**src/sas_pkg.sv**
```systemverilog
// sas_pkg: register map, field positions, resets and states of the
// converter sequencer; shared by the sequencer and its tick divider.
package sas_pkg;

  // register byte offsets on the AXI4-Lite port
  localparam logic [7:0] SAS_CTRL_OFS = 8'h00;
  localparam logic [7:0] SAS_CFG_OFS  = 8'h04;
  localparam logic [7:0] SAS_MODE_OFS = 8'h08;
  localparam logic [7:0] SAS_RESH_OFS = 8'h0C;
  localparam logic [7:0] SAS_RESL_OFS = 8'h10;
  localparam logic [7:0] SAS_WLIM_OFS = 8'h14;

  // converter_control_reg fields
  localparam int SAS_ADC_EN_BIT = 0;
  localparam int SAS_WIN_BIT    = 1;
  localparam int SAS_LJST_BIT   = 2;
  localparam int SAS_BUSY_BIT   = 4;
  localparam int SAS_DONE_BIT   = 5;

  // converter_config_reg fields
  localparam int SAS_GAIN_ACCESS_ENABLE_BIT = 0;
  localparam int SAS_RPT_LSB    = 1;
  localparam int SAS_DIV_LSB    = 3;

  // mode register fields
  localparam int SAS_TM_LSB    = 0;
  localparam int SAS_TK_LSB    = 2;
  localparam int SAS_BURST_BIT = 6;
  localparam int SAS_PWR_LSB   = 8;

  // reset values
  localparam logic [4:0]  SAS_DIV_RST  = 5'h1F;
  localparam logic [1:0]  SAS_TM_RST   = 2'h1;
  localparam logic [3:0]  SAS_TK_RST   = 4'h0;
  localparam logic [7:0]  SAS_PWR_RST  = 8'h0F;
  localparam logic [15:0] SAS_WGT_RST  = 16'hFFFF;
  localparam logic [15:0] SAS_WLT_RST  = 16'h0000;

  // gain registers, reached indirectly through the result registers
  localparam logic [7:0] SAS_GAIN_HI_IDX  = 8'h04;
  localparam logic [7:0] SAS_GAIN_LO_IDX  = 8'h07;
  localparam logic [7:0] SAS_GAIN_ADD_IDX = 8'h08;
  localparam logic [7:0] SAS_GAIN_HI_RST  = 8'hFC;
  localparam logic [3:0] SAS_GAIN_LO_RST  = 4'h0;
  localparam logic       SAS_GAIN_ADD_RST = 1'b1;

  // tracking_mode_select codes
  localparam logic [1:0] SAS_TM_PRE  = 2'h2;
  localparam logic [1:0] SAS_TM_POST = 2'h1;
  localparam logic [1:0] SAS_TM_DUAL = 2'h3;

  // timing counts
  localparam logic [7:0] SAS_SAR_LAST   = 8'h0C; // 13 sar ticks
  localparam logic [7:0] SAS_TRACK_XTRA = 8'h01; // 2 extra ticks
  localparam int         SAS_BURST_DIV  = 2;

  localparam logic [1:0] SAS_RESP_OK  = 2'h0;
  localparam logic [1:0] SAS_RESP_DEC = 2'h3;

  typedef enum logic [2:0] {
    SAS_IDLE, SAS_PWRUP, SAS_TRACK, SAS_SETUP, SAS_CONV, SAS_WRAP
  } sas_state_t;

  // samples per series for each repeat_count_field code
  function automatic logic [4:0] sas_samples(input logic [1:0] rpt);
    unique case (rpt)
      2'h0: sas_samples = 5'h01;
      2'h1: sas_samples = 5'h04;
      2'h2: sas_samples = 5'h08;
      2'h3: sas_samples = 5'h10;
    endcase
  endfunction

endpackage

```
**src/sas_seq.sv**
```systemverilog
// sas_seq: converter sequencer with AXI4-Lite registers.
// assumes the start source and the sar core run on sys_clk_i.
// Function
// - subsystem clock is system clock, or burst oscillator in burst.
// - conversion clock is subsystem clock divided by the divider field plus one.
// - sequencer is always powering up, tracking, converting or idle.
// - pre-tracking outside burst converts immediately on start, no hardware tracking; in burst it tracks first.
// - post and dual tracking track for track time plus 2 ticks.
// - a conversion is 13 sar ticks plus 2 subsystem ticks.
// - burst wakes, takes the repeat count of samples, sleeps again.
// - in burst, adc_enable chooses powered down or enabled idle.
// - powered-down burst start waits power-up time before tracking.
// - burst runs the whole series per start; normal needs each start.
// - done flag sets only after the full repeat count.
// - window compare only after the full repeat count.
// - single sample gives a 12-bit unsigned code each conversion.
// - left_justify aligns the code left, unused bits zero.
// - repeat above one gives the right-aligned sum of samples.
// - sample count comes from repeat_count_field: 1, 4, 8 or 16.
// - selectable gain word is held and driven to the core.
// - tracking mode codes: pre 10, post 01, dual 11.
// - post tracking releases input after conversion; dual keeps it while adc_enable is set.
// - busy high during sequence; its fall sets the done flag only after the last sample.
// - with gain access on, result high is index, low is data.
`timescale 1ns/1ps
module sas_seq import sas_pkg::*; #(
  parameter int BURST_DIV = SAS_BURST_DIV
) (
  input  wire logic        sys_clk_i,       // 25 MHz system clock
  input  wire logic        rst_i,           // sync reset, high
  input  wire logic [7:0]  s_axi_awaddr_i,  // write address
  input  wire logic        s_axi_awvalid_i, // write address valid
  output logic             s_axi_awready_o, // write address ready
  input  wire logic [31:0] s_axi_wdata_i,   // write data
  input  wire logic [3:0]  s_axi_wstrb_i,   // write byte strobes
  input  wire logic        s_axi_wvalid_i,  // write data valid
  output logic             s_axi_wready_o,  // write data ready
  output logic [1:0]       s_axi_bresp_o,   // write response
  output logic             s_axi_bvalid_o,  // write response valid
  input  wire logic        s_axi_bready_i,  // write response ready
  input  wire logic [7:0]  s_axi_araddr_i,  // read address
  input  wire logic        s_axi_arvalid_i, // read address valid
  output logic             s_axi_arready_o, // read address ready
  output logic [31:0]      s_axi_rdata_o,   // read data
  output logic [1:0]       s_axi_rresp_o,   // read response
  output logic             s_axi_rvalid_o,  // read data valid
  input  wire logic        s_axi_rready_i,  // read data ready
  input  wire logic        cnv_start_i,     // convert start pulse
  input  wire logic [11:0] sar_code_i,      // code from sar core
  output logic             sar_power_o,     // core powered
  output logic             sar_track_o,     // input connected
  output logic             sar_convert_o,   // core converting
  output logic [12:0]      gain_word_o      // gain word and extra bit
);
  logic        adc_en_q, ljst_q, gain_access_enable_q, burst_q, gain_add_q;
  logic [1:0]  rpt_q, tm_q;
  logic [4:0]  div_q;
  logic [3:0]  tk_q, gain_lo_q;
  logic [7:0]  pwr_q, gain_idx_q, gain_hi_q, cnt_q;
  logic [15:0] result_q, acc_q, wgt_q, wlt_q;
  logic        busy_q, done_q, win_q, pend_q;
  logic [4:0]  smp_q;
  sas_state_t  state_q;
  logic        subsystem_clock_tick, sar_tick;
  logic [7:0]  awaddr_q;
  logic [31:0] wdata_q;
  logic [3:0]  wstrb_q;
  logic        aw_have_q, w_have_q;

  function automatic logic [31:0] merge(input logic [31:0] old,
                                        input logic [31:0] nw,
                                        input logic [3:0]  be);
    for (int i = 0; i < 4; i++) begin
      merge[i*8 +: 8] = be[i] ? nw[i*8 +: 8] : old[i*8 +: 8];
    end
  endfunction

  function automatic logic is_mapped(input logic [7:0] a);
    is_mapped = (a == SAS_CTRL_OFS) || (a == SAS_CFG_OFS) ||
                (a == SAS_MODE_OFS) || (a == SAS_RESH_OFS) ||
                (a == SAS_RESL_OFS) || (a == SAS_WLIM_OFS);
  endfunction

  logic [31:0] ctrl_w, cfg_w, mode_w, wlim_w, wr_v;
  logic [31:0] mode_m, wlim_m;
  logic        wr_fire, last_smp, start_ev;
  logic [15:0] sum_v, res_v;

  always_comb begin
    ctrl_w = 32'h0;
    ctrl_w[SAS_ADC_EN_BIT] = adc_en_q;
    ctrl_w[SAS_WIN_BIT]    = win_q;
    ctrl_w[SAS_LJST_BIT]   = ljst_q;
    ctrl_w[SAS_BUSY_BIT]   = busy_q;
    ctrl_w[SAS_DONE_BIT]   = done_q;
    cfg_w  = 32'h0;
    cfg_w[SAS_GAIN_ACCESS_ENABLE_BIT]          = gain_access_enable_q;
    cfg_w[SAS_RPT_LSB +: 2]        = rpt_q;
    cfg_w[SAS_DIV_LSB +: 5]        = div_q;
    mode_w = 32'h0;
    mode_w[SAS_TM_LSB +: 2]        = tm_q;
    mode_w[SAS_TK_LSB +: 4]        = tk_q;
    mode_w[SAS_BURST_BIT]          = burst_q;
    mode_w[SAS_PWR_LSB +: 8]       = pwr_q;
    wlim_w = {wgt_q, wlt_q};
    mode_m = merge(mode_w, wdata_q, wstrb_q);
    wlim_m = merge(wlim_w, wdata_q, wstrb_q);
  end

  assign wr_fire  = aw_have_q && w_have_q && !s_axi_bvalid_o;
  assign wr_v     = wdata_q & {{8{wstrb_q[3]}}, {8{wstrb_q[2]}},
                               {8{wstrb_q[1]}}, {8{wstrb_q[0]}}};
  assign start_ev = cnv_start_i ||
                    (wr_fire && awaddr_q == SAS_CTRL_OFS &&
                     wstrb_q[0] && wdata_q[SAS_BUSY_BIT]);
  assign last_smp = (smp_q + 5'h01) == sas_samples(rpt_q);
  assign sum_v    = ((smp_q == 5'h00) ? 16'h0000 : acc_q) +
                    {4'h0, sar_code_i};
  assign res_v    = (ljst_q && rpt_q == 2'h0) ? {sar_code_i, 4'h0} : sum_v;

  // write channel acceptance
  always_ff @(posedge sys_clk_i) begin
    if (rst_i) begin
      s_axi_awready_o <= 1'b1;
      s_axi_wready_o  <= 1'b1;
      aw_have_q       <= 1'b0;
      w_have_q        <= 1'b0;
      awaddr_q        <= 8'h00;
      wdata_q         <= 32'h0;
      wstrb_q         <= 4'h0;
      s_axi_bvalid_o  <= 1'b0;
      s_axi_bresp_o   <= SAS_RESP_OK;
    end else begin
      if (s_axi_awvalid_i && s_axi_awready_o) begin
        awaddr_q        <= s_axi_awaddr_i;
        aw_have_q       <= 1'b1;
        s_axi_awready_o <= 1'b0;
      end
      if (s_axi_wvalid_i && s_axi_wready_o) begin
        wdata_q        <= s_axi_wdata_i;
        wstrb_q        <= s_axi_wstrb_i;
        w_have_q       <= 1'b1;
        s_axi_wready_o <= 1'b0;
      end
      if (wr_fire) begin
        aw_have_q      <= 1'b0;
        w_have_q       <= 1'b0;
        s_axi_bvalid_o <= 1'b1;
        s_axi_bresp_o  <= is_mapped(awaddr_q) ? SAS_RESP_OK : SAS_RESP_DEC;
      end
      if (s_axi_bvalid_o && s_axi_bready_i) begin
        s_axi_bvalid_o  <= 1'b0;
        s_axi_awready_o <= 1'b1;
        s_axi_wready_o  <= 1'b1;
      end
    end
  end

  // read channel
  always_ff @(posedge sys_clk_i) begin
    if (rst_i) begin
      s_axi_arready_o <= 1'b1;
      s_axi_rvalid_o  <= 1'b0;
      s_axi_rdata_o   <= 32'h0;
      s_axi_rresp_o   <= SAS_RESP_OK;
    end else if (s_axi_arvalid_i && s_axi_arready_o) begin
      s_axi_arready_o <= 1'b0;
      s_axi_rvalid_o  <= 1'b1;
      s_axi_rresp_o   <= is_mapped(s_axi_araddr_i) ? SAS_RESP_OK
                                                   : SAS_RESP_DEC;
      unique case (s_axi_araddr_i)
        SAS_CTRL_OFS: s_axi_rdata_o <= ctrl_w;
        SAS_CFG_OFS:  s_axi_rdata_o <= cfg_w;
        SAS_MODE_OFS: s_axi_rdata_o <= mode_w;
        SAS_RESH_OFS: s_axi_rdata_o <= {24'h0, result_q[15:8]};
        SAS_RESL_OFS: s_axi_rdata_o <= {24'h0, result_q[7:0]};
        SAS_WLIM_OFS: s_axi_rdata_o <= wlim_w;
        default:      s_axi_rdata_o <= 32'h0;
      endcase
    end else if (s_axi_rvalid_o && s_axi_rready_i) begin
      s_axi_rvalid_o  <= 1'b0;
      s_axi_arready_o <= 1'b1;
    end
  end

  // software configuration
  always_ff @(posedge sys_clk_i) begin
    if (rst_i) begin
      adc_en_q <= 1'b0;
      ljst_q   <= 1'b0;
      gain_access_enable_q <= 1'b0;
      rpt_q    <= 2'h0;
      div_q    <= SAS_DIV_RST;
      tm_q     <= SAS_TM_RST;
      tk_q     <= SAS_TK_RST;
      burst_q  <= 1'b0;
      pwr_q    <= SAS_PWR_RST;
      wgt_q    <= SAS_WGT_RST;
      wlt_q    <= SAS_WLT_RST;
    end else if (wr_fire) begin
      unique case (awaddr_q)
        SAS_CTRL_OFS: begin
          if (wstrb_q[0]) begin
            adc_en_q <= wdata_q[SAS_ADC_EN_BIT];
            ljst_q   <= wdata_q[SAS_LJST_BIT];
          end
        end
        SAS_CFG_OFS: begin
          if (wstrb_q[0]) begin
            gain_access_enable_q <= wdata_q[SAS_GAIN_ACCESS_ENABLE_BIT];
            rpt_q    <= wdata_q[SAS_RPT_LSB +: 2];
            div_q    <= wdata_q[SAS_DIV_LSB +: 5];
          end
        end
        SAS_MODE_OFS: begin
          tm_q    <= mode_m[SAS_TM_LSB +: 2];
          tk_q    <= mode_m[SAS_TK_LSB +: 4];
          burst_q <= mode_m[SAS_BURST_BIT];
          pwr_q   <= mode_m[SAS_PWR_LSB +: 8];
        end
        SAS_WLIM_OFS: begin
          {wgt_q, wlt_q} <= wlim_m;
        end
        default: begin
        end
      endcase
    end
  end

  always_ff @(posedge sys_clk_i) begin
    if (rst_i) begin
      gain_idx_q <= 8'h00;
      gain_hi_q  <= SAS_GAIN_HI_RST;
      gain_lo_q  <= SAS_GAIN_LO_RST;
      gain_add_q <= SAS_GAIN_ADD_RST;
    end else if (wr_fire && gain_access_enable_q && wstrb_q[0]) begin
      if (awaddr_q == SAS_RESH_OFS) begin
        gain_idx_q <= wdata_q[7:0];
      end else if (awaddr_q == SAS_RESL_OFS) begin
        unique case (gain_idx_q)
          SAS_GAIN_HI_IDX:  gain_hi_q  <= wr_v[7:0];
          SAS_GAIN_LO_IDX:  gain_lo_q  <= wr_v[7:4];
          SAS_GAIN_ADD_IDX: gain_add_q <= wr_v[0];
          default: begin
          end
        endcase
      end
    end
  end

  assign gain_word_o = {gain_hi_q, gain_lo_q, gain_add_q};

  sas_tick #(
    .BURST_DIV (BURST_DIV)
  ) u_tick (
    .sys_clk_i   (sys_clk_i),
    .rst_i       (rst_i),
    .burst_i     (burst_q),
    .div_i       (div_q),
    .run_i       (state_q == SAS_CONV),
    .subsystem_clock_tick_o (subsystem_clock_tick),
    .sar_tick_o  (sar_tick)
  );

  // sequencer, one state at a time
  always_ff @(posedge sys_clk_i) begin
    if (rst_i) begin
      state_q <= SAS_IDLE;
      cnt_q   <= 8'h00;
      pend_q  <= 1'b0;
    end else begin
      if (start_ev && state_q == SAS_IDLE) pend_q <= 1'b1;
      unique case (state_q)
        SAS_IDLE: if (pend_q && subsystem_clock_tick) begin
          pend_q <= 1'b0;
          cnt_q  <= 8'h00;
          if (burst_q && !adc_en_q) state_q <= SAS_PWRUP;
          else if (tm_q == SAS_TM_PRE && !burst_q) state_q <= SAS_SETUP;
          else state_q <= SAS_TRACK;
        end
        SAS_PWRUP: if (subsystem_clock_tick) begin
          cnt_q <= cnt_q + 8'h01;
          if (cnt_q >= pwr_q) begin
            cnt_q   <= 8'h00;
            state_q <= SAS_TRACK;
          end
        end
        SAS_TRACK: if (subsystem_clock_tick) begin
          cnt_q <= cnt_q + 8'h01;
          if (cnt_q == {4'h0, tk_q} + SAS_TRACK_XTRA) begin
            state_q <= SAS_SETUP;
          end
        end
        // start tick, 13 sar ticks, end tick
        SAS_SETUP: if (subsystem_clock_tick) begin
          cnt_q   <= 8'h00;
          state_q <= SAS_CONV;
        end
        SAS_CONV: if (sar_tick) begin
          cnt_q <= cnt_q + 8'h01;
          if (cnt_q == SAS_SAR_LAST) state_q <= SAS_WRAP;
        end
        SAS_WRAP: if (subsystem_clock_tick) begin
          cnt_q <= 8'h00;
          state_q <= (burst_q && !last_smp) ? SAS_TRACK : SAS_IDLE;
        end
      endcase
    end
  end

  // accumulate and publish at series end
  always_ff @(posedge sys_clk_i) begin
    if (rst_i) begin
      smp_q    <= 5'h00;
      acc_q    <= 16'h0000;
      result_q <= 16'h0000;
    end else if (state_q == SAS_WRAP && subsystem_clock_tick) begin
      acc_q <= sum_v;
      smp_q <= last_smp ? 5'h00 : smp_q + 5'h01;
      if (last_smp) result_q <= res_v;
    end
  end

  // busy and done, set beats clear
  always_ff @(posedge sys_clk_i) begin
    if (rst_i) begin
      busy_q <= 1'b0;
      done_q <= 1'b0;
      win_q  <= 1'b0;
    end else begin
      if (start_ev) busy_q <= 1'b1;
      else if (state_q == SAS_WRAP && subsystem_clock_tick &&
               !(burst_q && !last_smp)) busy_q <= 1'b0;
      if (wr_fire && awaddr_q == SAS_CTRL_OFS) begin
        if (wr_v[SAS_DONE_BIT]) done_q <= 1'b0;
        if (wr_v[SAS_WIN_BIT])  win_q  <= 1'b0;
      end
      if (state_q == SAS_WRAP && subsystem_clock_tick && last_smp) begin
        done_q <= 1'b1;
        if (res_v > wgt_q || res_v < wlt_q) win_q <= 1'b1;
      end
    end
  end

  always_ff @(posedge sys_clk_i) begin
    if (rst_i) begin
      sar_power_o   <= 1'b0;
      sar_track_o   <= 1'b0;
      sar_convert_o <= 1'b0;
    end else begin
      sar_power_o   <= adc_en_q || (burst_q && state_q != SAS_IDLE);
      sar_convert_o <= state_q == SAS_SETUP || state_q == SAS_CONV ||
                       state_q == SAS_WRAP;
      sar_track_o   <= state_q == SAS_TRACK ||
                       (state_q == SAS_IDLE && adc_en_q &&
                        (tm_q == SAS_TM_PRE || tm_q == SAS_TM_DUAL));
    end
  end
endmodule

```
**src/sas_tick.sv**
```systemverilog
// sas_tick: subsystem clock enable and sar conversion clock enable.
// assumes one system clock; the burst oscillator is a free divider here.
`timescale 1ns/1ps
module sas_tick import sas_pkg::*; #(
  parameter int BURST_DIV = SAS_BURST_DIV
) (
  input  wire logic       sys_clk_i,   // system clock
  input  wire logic       rst_i,       // sync reset, high
  input  wire logic       burst_i,     // burst_enable
  input  wire logic [4:0] div_i,       // sar_clock_divider
  input  wire logic       run_i,       // converting, sar divider runs
  output logic            subsystem_clock_tick_o, // subsystem clock enable
  output logic            sar_tick_o   // conversion clock enable
);
  localparam logic [7:0] OSC_LAST = 8'(BURST_DIV - 1);

  logic [7:0] osc_q;
  logic [4:0] sar_q;

  always_ff @(posedge sys_clk_i) begin
    if (rst_i) begin
      osc_q       <= 8'h00;
      // burst is off after reset, so the tick follows every clock
      subsystem_clock_tick_o <= 1'b1;
    end else begin
      osc_q       <= (osc_q == OSC_LAST) ? 8'h00 : osc_q + 8'h01;
      subsystem_clock_tick_o <= !burst_i || (osc_q == OSC_LAST);
    end
  end

  always_ff @(posedge sys_clk_i) begin
    if (rst_i || !run_i) begin
      sar_q      <= 5'h00;
      sar_tick_o <= 1'b0;
    end else if (subsystem_clock_tick_o) begin
      sar_q      <= (sar_q == div_i) ? 5'h00 : sar_q + 5'h01;
      sar_tick_o <= (sar_q == div_i);
    end else begin
      sar_tick_o <= 1'b0;
    end
  end
endmodule
```
**config.mk**
```make
export PLATFORM = sky130hd
export DESIGN_NAME = sas_seq
export DESIGN_NICKNAME = d
export VERILOG_FILES = /design/src/sas_pkg.sv /design/src/sas_seq.sv /design/src/sas_tick.sv
export SDC_FILE = /design/constraint.sdc
export NUM_CORES = 1
export LEC_CHECK = 0
export ABC_AREA = 1
export BUFFER_PORTS_ARGS = -buffer_cell sky130_fd_sc_hd__buf_2
export CORE_UTILIZATION = 39
export DETAILED_ROUTE_END_ITERATION = 7
export GPL_TIMING_DRIVEN = 0
export SKIP_LAST_GASP = 1
export SYNTH_ARGS = -nofsm -noshare
export SYNTH_HDL_FRONTEND = slang
export SYNTH_SLANG_ARGS = --single-unit
```
**constraint.sdc**
```tcl
create_clock -name sys_clk_i -period 5.2 [get_ports sys_clk_i]
set_clock_uncertainty 0.05 [all_clocks]
set_input_delay 0.52 -clock sys_clk_i [delete_from_list [all_inputs] [get_ports sys_clk_i]]
set_output_delay 0.52 -clock sys_clk_i [all_outputs]
set_load 0.02 [all_outputs]
```
==> impl_metrics.ini <==
[outcome]
outcome = finished, final reports clean

[place]
gp_congestion = 0.938
hpwl_um = 27600
dp_cells = 2055
dpl_cell_area_mm2 = 0.0125
io_buffers = 128

[worst_setup_path]
r2r-start = smp_q[0]$_SDFFE_PP0P_
r2r_cells = 26
endpoint_kind = register
cp_max_fo = 10
r2r_end = win_q$_SDFF_PP0_
cp.required_ps = 5630
path_class = register to register
r2r_slack_ps = 610
crit_arrival_ps = 5020
startpoint_type = register

[synth]
synth_area_mm2 = 0.0114
synth_area_leaders = dfxtp_1 (41%), nand2_1 (9.3%), a21oi_1 (6.5%)
synth_top_flop_cell = dfxtp_1
synth_top_area_share_pct = 40.9
ys_warn_count = 0
netlist-cell-type-count = 55
synth_edf_count = 0
synth-seq-cells = 233
syn_avg_cell_area_um2 = 7.38
yosysTopAreaCell = dfxtp_1
seq_area_frac_synth_pct = 40.9
async_reset_ff_share_pct = 0
synthesis.nets = 1675
syn_inst = 1543

[worst_hold_path]
worstHoldStart = s_axi_wdata_i[22]
hold_class = input port to register
min_path_cells = 3
hold_end = wdata_q[22]$_SDFFE_PP0P_

[finish]
design_area_mm2 = 0.0134
final_common_cell = nand2_1
area_growth_syn_to_layout_pct = 18.0
drive_gt1_share_pct = 14.0
layout.nets = 1831
antenna_cells = 0
final_cell_mix = nand2_1 (283), dfxtp_1 (233), inv_1 (192)
finalNonFillerCells = 2103
nFillCells = 2950

[routing]
route.detailed.drc = 0
post_drt_via_cell_ratio = 5.13
routed_wl_um = 35500
dr.pass1.iters = 5
route.vias.total = 10800
first_iter_violations = 706
drt-wirelength-per-cell_um = 16.9
ant_nets = 0

[clock_tree]
clk_latency_ps = 540
cts.sinks = 233
cts_tree = yes
hold_buffers = 0
cts_buffers = 26
cts_htree_levels = 1
post_cts_buffers = 0
cts_resized = 0
clk_pin_slew_worst_paths_ps = 70
cts-root-buf = clkbuf_16
cts_buffer_depth = 3

[pwr]
power_density_mw_per_mm2 = 342
intPower_uw = 3310
irDropWorstVdd_mv = 0.200
power.leakage_uw = 0.00608
total_power_uw = 4600
power_frac_comb_pct = 14.5
switchingPower_uw = 1290
seq_power_share_pct = 42.2
p_sw_share_pct = 28.1
clkPwrFrac_pct = 43.3

[timing]
setup_tns_ps = 0
min_period_over_period_pct = 88.3
post-route-min-period_ps = 4590
tightest_slew_ps = 853
relSlewSlack_pct = 43.1
finalSetupViolCount = 0
drv_slew = 0
hold_viol = 0
hold_ws_ps = 195
fmax_ghz = 0.218
rsz0062_at_grt = false

[floorplan]
dieWidth_um = 173
io_pins = 129
rows = 62
die_h_um = 173
core_area_mm2 = 0.0287
die_area_mm2 = 0.0299
start_util_pct = 39.7

[grt]
grt_pass1_wl_um = 55700
antenna_found_initial = 0
grt_max_degree = 14
first_global_vias = 10300
gr-total-overflow = 0
gr-usage-all-layers_pct = 23.7

[job]
max_cap_violations = 0
-- logic make-up (layout without fill, tap and decap cells) --
kind of cell,count (synthesis),after routing,synth area share (%)
AND/OR/NAND/NOR,569,569,21.9
AO/OA/AOI/OAI,392,392,19.4
buffers and inverters,262,438,9.06
flip-flops,233,233,40.9
adder cells (fa/ha/maj),60,60,6.66
XOR/XNOR,27,27,2.08
-- power by group through the flow --
stage | registers [uW] | logic (uW) | clock network [uW]
after detailed placement | 1980 | 663 | 0
after global routing | 1950 | 752 | 2090
after global placement | 1980 | 652 | 0
after CTS | 1940 | 666 | 2020
final | 1940 | 666 | 1990
after floorplan | 1980 | 439 | 0
-- worst max-delay path: stages (launching register included) --
cell and delay, ps:
dfxtp_1 360, inv_1 110, ha_1 150, inv_1 30, nor2_1 120, nand2_1 100
inv_1 220, buf_1 460, nor2_1 80, ha_1 360, nand3_1 110, nand3_1 140
a21boi_0 320, nor2_1 110, nand2_1 100, nand3b_1 100, nand3_1 100, nand2_1 180
ha_1 340, nand2_1 60, nor4_1 360, o21ai_0 160, nand2_1 80, nand2_1 50
nand2_1 130, nand2_1 70, nand2_1 50
-- stage by stage --
step / worst slack, ps / util [%]
after floorplan: 1640 / -
after CTS: 627 / 46.8
after detailed placement: 659 / 43.6
final: 608 / 46.8
after global routing: 102 / 46.8
after global placement: 653 / 43.6
-- metal layers --
metal	share of wire [%]	vias to the layer above	track usage, %
met5	0	-	0
met4	3.7	0	9.51
met3	4.9	71	2.73
met2	47	299	40.4
met1	44	5009	30.5
li1	-	5405	-
-- cells in the mapped netlist, drive strengths merged, types with 2 or more instances --
cell type  count
xnor2         10
a31oi          4
nand3         60
inv          204
a21oi        150
nor4           6
or2           10
clkbuf        31
a211oi         9
nand3b         5
and2           6
o311ai         2
o21a           5
o21ai        153
a21boi         2
o31ai          2
o21bai         4
nand2        289
xor2          17
nor3          16
dfxtp        233
buf           24
o211ai        37
a41oi          4
nor2         164
clkinv         3
o221ai         2
o22ai         16
ha            59
nand4         12
-- worst max path at each step --
| stage | depth (start not counted) | slack (ps) | endpoint | startpoint |
|---|---|---|---|---|
| after detailed placement | 26 | 660 | win_q$_SDFF_PP0_ | smp_q[0]$_SDFFE_PP0P_ |
| after global routing | 26 | 100 | win_q$_SDFF_PP0_ | smp_q[0]$_SDFFE_PP0P_ |
| after CTS | 26 | 630 | win_q$_SDFF_PP0_ | smp_q[0]$_SDFFE_PP0P_ |
| after global placement | 26 | 650 | win_q$_SDFF_PP0_ | smp_q[0]$_SDFFE_PP0P_ |
| final | 26 | 610 | win_q$_SDFF_PP0_ | smp_q[0]$_SDFFE_PP0P_ |
| after floorplan | 27 | 1640 | win_q$_SDFF_PP0_ | smp_q[0]$_SDFFE_PP0P_ |
-- state kept, by name (all words and copies together) (netlist names), 16 cells and up --
signal and count:
wgt_q 16, wdata_q 32, s_axi_rdata_o 32, result_q 16, acc_q 16, wlt_q 16
-- layout make-up --
| type | count | area [um2] | area share (%) |
|---|---|---|---|
| multi-input cells | 1048 | 5690 | 42.4 |
| plain buffers | 55 | 253 | 1.88 |
| clock inverters | 13 | 176 | 1.31 |
| inverters | 207 | 779 | 5.80 |
| flip-flops and latches | 233 | 4660 | 34.7 |
| well taps | 384 | 480 | 3.57 |
| repair buffers | 128 | 641 | 4.77 |
| clock buffers | 35 | 756 | 5.62 |
Power figures use the tool's default switching activity.
